File: config.mk
export PLATFORM = sky130hd
export DESIGN_NAME = ivp_vector_priority
export DESIGN_NICKNAME = d
export VERILOG_FILES = /design/src/ivp_vector_priority.v
export VERILOG_INCLUDE_DIRS = /design/src /design/src/src
export SDC_FILE = /design/constraint.sdc
export NUM_CORES = 1
export LEC_CHECK = 0
export ABC_AREA = 1
export BUFFER_PORTS_ARGS = -buffer_cell sky130_fd_sc_hd__buf_4
export CAP_MARGIN = 20
export CORE_MARGIN = 2
export CORE_UTILIZATION = 41
export CTS_BUF_LIST = sky130_fd_sc_hd__clkbuf_2 sky130_fd_sc_hd__clkbuf_4 sky130_fd_sc_hd__clkbuf_8
export DETAILED_ROUTE_END_ITERATION = 10
export PLACE_DENSITY = 0.81
export RECOVER_POWER = 100
export SLEW_MARGIN = 20
export SYNTH_ARGS = -nofsm -noshare
export SYNTH_HDL_FRONTEND = slang
export SYNTH_SLANG_ARGS = --single-unit
File: constraint.sdc
create_clock -name clk -period 2.35 [get_ports clk]
set_input_delay 0.3525 -clock clk [delete_from_list [all_inputs] [get_ports clk]]
set_output_delay 0.3525 -clock clk [all_outputs]
set_load 0.01 [all_outputs]
File: src/ivp_consts.vh
// Purpose: constants for the interrupt vector priority block
// Assumes: 16-bit cpu address space, vectors at top of memory
// Notes: source index 0 is lowest rank; index rises with vector address
`ifndef IVP_CONSTS_VH
`define IVP_CONSTS_VH

`define IVP_VEC_LO 16'hFFCC
`define IVP_VEC_HI 16'hFFFF
`define IVP_NUM_SRC 26
`define IVP_SRC_W 5

`define IVP_LOW_BYTE 16'h0001
`define IVP_RST_ADDR 16'h0000

`define IVP_VEC_TIMER_A_CH5 16'hFFCC
`define IVP_VEC_TIMER_A_CH4 16'hFFCE
`define IVP_VEC_CONV 16'hFFD0
`define IVP_VEC_KBD 16'hFFD2
`define IVP_VEC_ASP_TX 16'hFFD4
`define IVP_VEC_ASP_RX 16'hFFD6
`define IVP_VEC_ASP_ERR 16'hFFD8
`define IVP_VEC_CAN_TX 16'hFFDA
`define IVP_VEC_CAN_RX 16'hFFDC
`define IVP_VEC_CAN_ERR 16'hFFDE
`define IVP_VEC_CAN_WAKE 16'hFFE0
`define IVP_VEC_SPI_TX 16'hFFE2
`define IVP_VEC_SPI_RX 16'hFFE4
`define IVP_VEC_TIMER_B_OVF 16'hFFE6
`define IVP_VEC_TIMER_B_CH1 16'hFFE8
`define IVP_VEC_TIMER_B_CH0 16'hFFEA
`define IVP_VEC_TIMER_A_OVF 16'hFFEC
`define IVP_VEC_TIMER_A_CH3 16'hFFEE
`define IVP_VEC_TIMER_A_CH2 16'hFFF0
`define IVP_VEC_TIMER_A_CH1 16'hFFF2
`define IVP_VEC_TIMER_A_CH0 16'hFFF4
`define IVP_VEC_PERIODIC 16'hFFF6
`define IVP_VEC_PLL 16'hFFF8
`define IVP_VEC_EXT_PIN 16'hFFFA
`define IVP_VEC_SOFT_INT 16'hFFFC
`define IVP_VEC_RESET 16'hFFFE

`endif

File: src/ivp_vector_priority.v
// Purpose: rank pending interrupt sources, present winning vector location
// Assumes: inputs synchronous to clk; cpu holds ack low until it fetches
// Notes: outputs registered; one cycle from pending change to new vector while no request is held, else the vector waits for ack
`timescale 1ns/1ps
`include "ivp_consts.vh"

module ivp_vector_priority (
   // clock and reset
   input wire clk,
   input wire reset,
   // sources, bit index = rank, bit 25 is reset request
   input wire [25:0] src_pending,
   input wire [25:0] src_enable,
   // cpu side
   input wire vec_ack,
   output reg irq_req_r,
   output reg [4:0] vec_src_r,
   output reg [15:0] vec_addr_hi_r,
   output reg [15:0] vec_addr_lo_r,
   // lookup of a byte address inside the vector region
   input wire [15:0] probe_addr,
   output reg probe_in_region_r,
   output reg probe_is_low_r,
   output reg [4:0] probe_src_r
);

   // source ranks, lowest first; rank order is the priority order
   localparam [4:0] RK_TIMER_A_CH5 = 5'h00;
   localparam [4:0] RK_TIMER_A_CH4 = 5'h01;
   localparam [4:0] RK_CONVERTER = 5'h02;
   localparam [4:0] RK_KEYBOARD = 5'h03;
   localparam [4:0] RK_ASP_TX = 5'h04;
   localparam [4:0] RK_ASP_RX = 5'h05;
   localparam [4:0] RK_ASP_ERR = 5'h06;
   localparam [4:0] RK_CAN_TX = 5'h07;
   localparam [4:0] RK_CAN_RX = 5'h08;
   localparam [4:0] RK_CAN_ERR = 5'h09;
   localparam [4:0] RK_CAN_WAKE = 5'h0A;
   localparam [4:0] RK_SPI_TX = 5'h0B;
   localparam [4:0] RK_SPI_RX = 5'h0C;
   localparam [4:0] RK_TIMER_B_OVF = 5'h0D;
   localparam [4:0] RK_TIMER_B_CH1 = 5'h0E;
   localparam [4:0] RK_TIMER_B_CH0 = 5'h0F;
   localparam [4:0] RK_TIMER_A_OVF = 5'h10;
   localparam [4:0] RK_TIMER_A_CH3 = 5'h11;
   localparam [4:0] RK_TIMER_A_CH2 = 5'h12;
   localparam [4:0] RK_TIMER_A_CH1 = 5'h13;
   localparam [4:0] RK_TIMER_A_CH0 = 5'h14;
   localparam [4:0] RK_PERIODIC = 5'h15;
   localparam [4:0] RK_PLL = 5'h16;
   localparam [4:0] RK_EXT_PIN = 5'h17;
   localparam [4:0] RK_SOFT_INT = 5'h18;
   localparam [4:0] RK_RESET = 5'h19;

   // vector high-byte address for each source rank
   function [15:0] ivp_vec_addr;
      input [4:0] idx;
      begin
         case (idx)
            RK_TIMER_A_CH5: ivp_vec_addr = `IVP_VEC_TIMER_A_CH5;
            RK_TIMER_A_CH4: ivp_vec_addr = `IVP_VEC_TIMER_A_CH4;
            RK_CONVERTER: ivp_vec_addr = `IVP_VEC_CONV;
            RK_KEYBOARD: ivp_vec_addr = `IVP_VEC_KBD;
            RK_ASP_TX: ivp_vec_addr = `IVP_VEC_ASP_TX;
            RK_ASP_RX: ivp_vec_addr = `IVP_VEC_ASP_RX;
            RK_ASP_ERR: ivp_vec_addr = `IVP_VEC_ASP_ERR;
            RK_CAN_TX: ivp_vec_addr = `IVP_VEC_CAN_TX;
            RK_CAN_RX: ivp_vec_addr = `IVP_VEC_CAN_RX;
            RK_CAN_ERR: ivp_vec_addr = `IVP_VEC_CAN_ERR;
            RK_CAN_WAKE: ivp_vec_addr = `IVP_VEC_CAN_WAKE;
            RK_SPI_TX: ivp_vec_addr = `IVP_VEC_SPI_TX;
            RK_SPI_RX: ivp_vec_addr = `IVP_VEC_SPI_RX;
            RK_TIMER_B_OVF: ivp_vec_addr = `IVP_VEC_TIMER_B_OVF;
            RK_TIMER_B_CH1: ivp_vec_addr = `IVP_VEC_TIMER_B_CH1;
            RK_TIMER_B_CH0: ivp_vec_addr = `IVP_VEC_TIMER_B_CH0;
            RK_TIMER_A_OVF: ivp_vec_addr = `IVP_VEC_TIMER_A_OVF;
            RK_TIMER_A_CH3: ivp_vec_addr = `IVP_VEC_TIMER_A_CH3;
            RK_TIMER_A_CH2: ivp_vec_addr = `IVP_VEC_TIMER_A_CH2;
            RK_TIMER_A_CH1: ivp_vec_addr = `IVP_VEC_TIMER_A_CH1;
            RK_TIMER_A_CH0: ivp_vec_addr = `IVP_VEC_TIMER_A_CH0;
            RK_PERIODIC: ivp_vec_addr = `IVP_VEC_PERIODIC;
            RK_PLL: ivp_vec_addr = `IVP_VEC_PLL;
            RK_EXT_PIN: ivp_vec_addr = `IVP_VEC_EXT_PIN;
            RK_SOFT_INT: ivp_vec_addr = `IVP_VEC_SOFT_INT;
            default: ivp_vec_addr = `IVP_VEC_RESET;
         endcase
      end
   endfunction

   // low-byte address sits one above the even high-byte address
   function [15:0] ivp_vec_low;
      input [15:0] hi_addr;
      begin
         ivp_vec_low = hi_addr | `IVP_LOW_BYTE;
      end
   endfunction

   // rank owning a byte address; anything below the region reads 0
   function [4:0] ivp_rank_of;
      input [15:0] addr;
      reg [15:0] ev;
      begin
         ev = {addr[15:1], 1'b0};
         if (addr < `IVP_VEC_LO) ivp_rank_of = 5'h00;
         else if (ev == `IVP_VEC_TIMER_A_CH5) ivp_rank_of = RK_TIMER_A_CH5;
         else if (ev == `IVP_VEC_TIMER_A_CH4) ivp_rank_of = RK_TIMER_A_CH4;
         else if (ev == `IVP_VEC_CONV) ivp_rank_of = RK_CONVERTER;
         else if (ev == `IVP_VEC_KBD) ivp_rank_of = RK_KEYBOARD;
         else if (ev == `IVP_VEC_ASP_TX) ivp_rank_of = RK_ASP_TX;
         else if (ev == `IVP_VEC_ASP_RX) ivp_rank_of = RK_ASP_RX;
         else if (ev == `IVP_VEC_ASP_ERR) ivp_rank_of = RK_ASP_ERR;
         else if (ev == `IVP_VEC_CAN_TX) ivp_rank_of = RK_CAN_TX;
         else if (ev == `IVP_VEC_CAN_RX) ivp_rank_of = RK_CAN_RX;
         else if (ev == `IVP_VEC_CAN_ERR) ivp_rank_of = RK_CAN_ERR;
         else if (ev == `IVP_VEC_CAN_WAKE) ivp_rank_of = RK_CAN_WAKE;
         else if (ev == `IVP_VEC_SPI_TX) ivp_rank_of = RK_SPI_TX;
         else if (ev == `IVP_VEC_SPI_RX) ivp_rank_of = RK_SPI_RX;
         else if (ev == `IVP_VEC_TIMER_B_OVF) ivp_rank_of = RK_TIMER_B_OVF;
         else if (ev == `IVP_VEC_TIMER_B_CH1) ivp_rank_of = RK_TIMER_B_CH1;
         else if (ev == `IVP_VEC_TIMER_B_CH0) ivp_rank_of = RK_TIMER_B_CH0;
         else if (ev == `IVP_VEC_TIMER_A_OVF) ivp_rank_of = RK_TIMER_A_OVF;
         else if (ev == `IVP_VEC_TIMER_A_CH3) ivp_rank_of = RK_TIMER_A_CH3;
         else if (ev == `IVP_VEC_TIMER_A_CH2) ivp_rank_of = RK_TIMER_A_CH2;
         else if (ev == `IVP_VEC_TIMER_A_CH1) ivp_rank_of = RK_TIMER_A_CH1;
         else if (ev == `IVP_VEC_TIMER_A_CH0) ivp_rank_of = RK_TIMER_A_CH0;
         else if (ev == `IVP_VEC_PERIODIC) ivp_rank_of = RK_PERIODIC;
         else if (ev == `IVP_VEC_PLL) ivp_rank_of = RK_PLL;
         else if (ev == `IVP_VEC_EXT_PIN) ivp_rank_of = RK_EXT_PIN;
         else if (ev == `IVP_VEC_SOFT_INT) ivp_rank_of = RK_SOFT_INT;
         else ivp_rank_of = RK_RESET;
      end
   endfunction

   // gated pending set; reset request cannot be masked
   wire [25:0] active;
   assign active = src_pending & {1'b1, src_enable[24:0]};

   // one name per gated source, lowest rank first
   wire req_timer_a_ch5 = active[RK_TIMER_A_CH5];
   wire req_timer_a_ch4 = active[RK_TIMER_A_CH4];
   wire req_converter = active[RK_CONVERTER];
   wire req_keyboard = active[RK_KEYBOARD];
   wire req_asp_tx = active[RK_ASP_TX];
   wire req_asp_rx = active[RK_ASP_RX];
   wire req_asp_err = active[RK_ASP_ERR];
   wire req_can_tx = active[RK_CAN_TX];
   wire req_can_rx = active[RK_CAN_RX];
   wire req_can_err = active[RK_CAN_ERR];
   wire req_can_wake = active[RK_CAN_WAKE];
   wire req_spi_tx = active[RK_SPI_TX];
   wire req_spi_rx = active[RK_SPI_RX];
   wire req_timer_b_ovf = active[RK_TIMER_B_OVF];
   wire req_timer_b_ch1 = active[RK_TIMER_B_CH1];
   wire req_timer_b_ch0 = active[RK_TIMER_B_CH0];
   wire req_timer_a_ovf = active[RK_TIMER_A_OVF];
   wire req_timer_a_ch3 = active[RK_TIMER_A_CH3];
   wire req_timer_a_ch2 = active[RK_TIMER_A_CH2];
   wire req_timer_a_ch1 = active[RK_TIMER_A_CH1];
   wire req_timer_a_ch0 = active[RK_TIMER_A_CH0];
   wire req_periodic = active[RK_PERIODIC];
   wire req_pll = active[RK_PLL];
   wire req_ext_pin = active[RK_EXT_PIN];
   wire req_soft_int = active[RK_SOFT_INT];
   wire req_reset = active[RK_RESET];

   // priority chain from the top rank down; first hit wins
   reg [4:0] win_idx;
   reg win_any;
   always @* begin
      win_any = |active;
      win_idx = RK_TIMER_A_CH5;
      if (req_reset) begin
         win_idx = RK_RESET;
      end else if (req_soft_int) begin
         win_idx = RK_SOFT_INT;
      end else if (req_ext_pin) begin
         win_idx = RK_EXT_PIN;
      end else if (req_pll) begin
         win_idx = RK_PLL;
      end else if (req_periodic) begin
         win_idx = RK_PERIODIC;
      end else if (req_timer_a_ch0) begin
         win_idx = RK_TIMER_A_CH0;
      end else if (req_timer_a_ch1) begin
         win_idx = RK_TIMER_A_CH1;
      end else if (req_timer_a_ch2) begin
         win_idx = RK_TIMER_A_CH2;
      end else if (req_timer_a_ch3) begin
         win_idx = RK_TIMER_A_CH3;
      end else if (req_timer_a_ovf) begin
         win_idx = RK_TIMER_A_OVF;
      end else if (req_timer_b_ch0) begin
         win_idx = RK_TIMER_B_CH0;
      end else if (req_timer_b_ch1) begin
         win_idx = RK_TIMER_B_CH1;
      end else if (req_timer_b_ovf) begin
         win_idx = RK_TIMER_B_OVF;
      end else if (req_spi_rx) begin
         win_idx = RK_SPI_RX;
      end else if (req_spi_tx) begin
         win_idx = RK_SPI_TX;
      end else if (req_can_wake) begin
         win_idx = RK_CAN_WAKE;
      end else if (req_can_err) begin
         win_idx = RK_CAN_ERR;
      end else if (req_can_rx) begin
         win_idx = RK_CAN_RX;
      end else if (req_can_tx) begin
         win_idx = RK_CAN_TX;
      end else if (req_asp_err) begin
         win_idx = RK_ASP_ERR;
      end else if (req_asp_rx) begin
         win_idx = RK_ASP_RX;
      end else if (req_asp_tx) begin
         win_idx = RK_ASP_TX;
      end else if (req_keyboard) begin
         win_idx = RK_KEYBOARD;
      end else if (req_converter) begin
         win_idx = RK_CONVERTER;
      end else if (req_timer_a_ch4) begin
         win_idx = RK_TIMER_A_CH4;
      end
   end

   // probe address falls inside the vector region
   wire probe_hit;
   assign probe_hit = (probe_addr >= `IVP_VEC_LO);

   // next vector group; a held vector only moves once the cpu acks
   reg irq_req_nxt;
   reg [4:0] vec_src_nxt;
   reg [15:0] vec_addr_hi_nxt;
   reg [15:0] vec_addr_lo_nxt;
   always @* begin
      irq_req_nxt = irq_req_r;
      vec_src_nxt = vec_src_r;
      vec_addr_hi_nxt = vec_addr_hi_r;
      vec_addr_lo_nxt = vec_addr_lo_r;
      if (!irq_req_r || vec_ack) begin
         irq_req_nxt = win_any;
         vec_src_nxt = win_idx;
         vec_addr_hi_nxt = ivp_vec_addr(win_idx);
         vec_addr_lo_nxt = ivp_vec_low(ivp_vec_addr(win_idx));
      end
   end

   // vector group flops
   always @(posedge clk) begin
      if (reset) begin
         irq_req_r <= 1'b0;
         vec_src_r <= 5'h00;
         vec_addr_hi_r <= `IVP_RST_ADDR;
         vec_addr_lo_r <= `IVP_RST_ADDR;
      end else begin
         irq_req_r <= irq_req_nxt;
         vec_src_r <= vec_src_nxt;
         vec_addr_hi_r <= vec_addr_hi_nxt;
         vec_addr_lo_r <= vec_addr_lo_nxt;
      end
   end

   // next probe result; below the region everything reads zero
   reg probe_in_region_nxt;
   reg probe_is_low_nxt;
   reg [4:0] probe_src_nxt;
   always @* begin
      probe_in_region_nxt = probe_hit;
      probe_is_low_nxt = probe_hit & probe_addr[0];
      probe_src_nxt = ivp_rank_of(probe_addr);
   end

   // probe result flops
   always @(posedge clk) begin
      if (reset) begin
         probe_in_region_r <= 1'b0;
         probe_is_low_r <= 1'b0;
         probe_src_r <= 5'h00;
      end else begin
         probe_in_region_r <= probe_in_region_nxt;
         probe_is_low_r <= probe_is_low_nxt;
         probe_src_r <= probe_src_nxt;
      end
   end

endmodule // ivp_vector_priority

==> results list <==
- Starting Density: 42.05%
* Data arrival time of the worst path: between 2 and 2.5 ns
- Post-route non-filler standard cell count: 382
- The post-route netlist has about 28% of its cells at a drive strength greater than 1.
- Count of warnings emitted by yosys: 0
- The share of total power dissipated in sequential elements is 41.3%.
- Buffers on Ports: ~110
* Accumulated negative setup slack: 0 ns
- Hold bufs inserted after CTS: 0
* Number of DRC violations after detailed-routing iteration 0: roughly 80
- Post-synthesis sequential element count: 19
* Post-detailed-route DRC marker count: 0
- Area of the core: ~3600 um^2
- Synthesized netlist cell count: between 200 and 250
* Worst hold slack: 0.3037 ns
* CTS Buf Count: 3
- After clock tree synthesis, the clock-pin slew on the worst setup and hold paths is 0.07 ns.
- No sink is reached through more buffers than the 2 on the longest clock path.
- The routed layout has between 1,500 and 2,000 vias.
- Static leakage: 1.045 nW
* Final critical-path share of the clock period: 83.97%
- Per-instance average area after synthesis: 6.287 um^2
- TritonCTS built the clock tree.
- Sequential element share of the synthesized area: 24.90%
- The run finished with clean final reports.
- Number of antenna diodes: 0
- Post-CTS repair changed the size of 0 cells.
- Routability-driven placement finished with a final weighted congestion of 0.8937.
* Count of different cell masters after synthesis: 32
- CP dominant cell by count: nand2_1
- Number of antenna-violating nets in the routed design: 0
* Number of global-route vias before repair: between 1,500 and 2,000
* Most common cell after layout, fill and taps aside: nand2_1
- Total internal power: just under 0.6 mW
- In this run the number of H-tree levels came out at 1.
* Overall track demand over capacity in global routing: about a fifth
- Counting both buffers and inverters, the worst setup path holds a total of 2.
* Startpoint class of the critical path: primary input
- Global-route wire length before repair: ~6600 um
- Total overflow reported by the global router: 0
- The number of nets handed over by synthesis was 316.
- Number of clock sinks: 19
- For the worst setup path, the data required time is 2.48 ns.
- Max transition margin: 57.45%
* Tmin final: 1.973 ns
* Largest fanout on the critical path: 2
- Clock latency on the worst-skew pair: roughly 0.26 ns
- Peak supply drop: about 0.24 mV
* Largest net degree at the start of global routing: 23
- Clock tree synthesis selected as its root buffer the cell clkbuf_8.
* Largest family of logic cells by synthesized area: simple AND/OR/NAND/NOR gates
- Arithmetic-cell share of the synthesized area counting full adders, half adders and majority gates: 1.638%
- For this design the total switching power over the nets is 0.2656 mW.
- Category of the critical setup timing path: primary input to flip-flop
- For this design the ratio of total power to cell area is approximately 410 nW/um^2.
* Die Footprint: 4230 um^2
- Synthesized cell area: 1528 um^2
* DR pass1 iterations: 4
- Delay contributed by the slowest stage of the critical path: 0.39 ns
- Chip Height: approximately 65 um
* Critical Path Slowest Stage Cell: o41ai_1
- Switching fraction of total power: 30.99%
* Buffers inserted during post-CTS setup optimization: 0
- The count of final hold-check violations was 0.
- The signal on the critical path passes through clkbuf_4, nand2_1, nand2_1, clkinv_1, a21oi_1, o21bai_1, a31oi_1, nor2_1, nor2_1, o21ai_0, nand2_1, ha_1, o41ai_1, a21oi_1.
- Share of the synthesized netlist area taken by xor and xnor gates: 0%
- Grouping stages by cell kind, the critical path spends the most delay in compound AO/OA/AOI/OAI gates.
* Drt total wl: 3931 um
- Max Slew Vio Count: 0
- Number of placed instances with taps included: between 300 and 400
* Synthesized-area fraction occupied by and/or/nand/nor cells: 39.31%
- Combinational logic burns 32.4% of the power.
- The synthesized netlist devotes 14.50% of its cell area to compound gates.
- about 120 I/O pins were placed.
* Mux cell area share after synthesis: 0%
- After detailed routing, the average wire length per cell comes to 10.29 um.
- Kind of path behind the tightest hold check: primary input to flip-flop
* Area growth from synthesis to layout: 37.51%
- Using the TritonRoute via totals, the vias-per-cell ratio works out to 4.636.
- Post-DP HPWL: approximately 3400 um
- The completed layout was analyzed and its total power is 0.8571 mW.
* Sort of element at the end of the critical path: flip-flop
- Post-layout nets: 408
- Pin slew with the least headroom to its limit: 0.6300 ns
- Row generation in the floorplan step produced 22 rows.
- Based on the critical path, the design can be clocked at up to 506.7 MHz.
* Max-cap violations: 0
- Number of antenna violations at the first check in global routing: 0
- The die is 65.04 um wide.
- The clock network accounts for 26.3% of the total power.
- Worst clock skew on the final layout: between 0.002 and 0.003 ns
- Setup violations remaining at the end of the flow were counted as 0.
- Cells fill 57.82% of the core in the end.
- Most frequent cells in the layout: 74 x nand2_1, 68 x buf_4, 45 x clkbuf_1
* RSZ-0062 raised after global routing: false
## cells in the mapped netlist, drive strengths merged
cell type,instances,area (um^2)
a31oi,4,25.02
or4,1,7.510
clkinv,2,7.510
o41ai,2,17.52
dfxtp,19,380.4
o211ai,4,30.03
nor3b,1,7.510
nand2,86,370.4
nor4,3,25.02
ha,2,25.02
o21bai,1,7.510
o311ai,1,8.760
nor3,8,40.04
nand3,7,35.03
buf,27,206.5
nor2,24,90.09
inv,21,78.82
or2,1,6.260
nand4,3,18.77
a21boi,1,7.510
clkbuf,1,3.750
conb,1,3.750
o31ai,1,7.510
a21oi,10,57.56
o21ai,12,60.06
## cell type report
class,instances,area (um^2)
Fill cell,413,1533
Multi-Input combinational cell,173,833.3
Timing Repair Buffer,115,694.4
Sequential cell,19,380.4
Inverter,23,86.33
Tap cell,48,60.06
Clock buffer,3,41.29
Clock inverter,1,5.005
## metrics by stage
stage	area [um^2]	setup WS [ns]
after floorplan	1528	0.5410
after global placement	2241	0.2431
after detailed placement	2241	0.1555
after CTS	2287	0.4457
after global routing	2101	0.1598
final	2101	0.3766
## cell families (layout without fill, tap and decap cells)
family	after synthesis	count (layout)
DFF	19	19
adders and majority gates	2	2
AOI/OAI and AO/OA	36	36
buffers and inverters	51	142
other	1	1
and+or+nand+nor	134	134
## power by group through the flow
| stage | clock network [mW] | registers, mW | logic [mW] |
|---|---|---|---|
| 2_1_floorplan | 0 | 0.368 | 0.169 |
| 3_3_place_gp | 0 | 0.362 | 0.317 |
| 3_5_place_dp | 0 | 0.363 | 0.322 |
| 4_1_cts | 0.236 | 0.356 | 0.322 |
| 5_1_grt | 0.248 | 0.358 | 0.312 |
| 6_report | 0.225 | 0.354 | 0.278 |
## path summary, 6_finish.rpt
path	end	cells after the start	slack, ns	from
setup / recovery	vec_addr_lo_r[4]$_SDFFE_PP0P_	14	0.38	src_pending[4]
hold reg to reg	vec_src_r[4]$_SDFFE_PP0P_	2	0.47	vec_src_r[4]$_SDFFE_PP0P_
setup reg to reg	vec_addr_lo_r[5]$_SDFFE_PP0P_	7	0.95	irq_req_r$_SDFFE_PP0P_
hold / removal	vec_addr_lo_r[1]$_SDFFE_PP0P_	2	0.30	reset
## state kept, by name, summed over array words and instances, names as in the netlist
| name | flops |
|---|---|
| irq_req_r | 1 |
| probe_in_region_r | 1 |
| probe_is_low_r | 1 |
| probe_src_r | 5 |
| vec_addr_hi_r | 1 |
| vec_addr_lo_r | 5 |
| vec_src_r | 5 |
## metal layers
metal	vias up	wire (um)	share of wire, %	global-route usage [%]
li1	949	-	-	-
met1	726	1687	43	22.08
met2	87	1859	47	34.54
met3	9	316	8.0	4.688
met4	0	68	1.7	6.771
met5	-	0	0	0
Power figures use the tool's default switching activity.
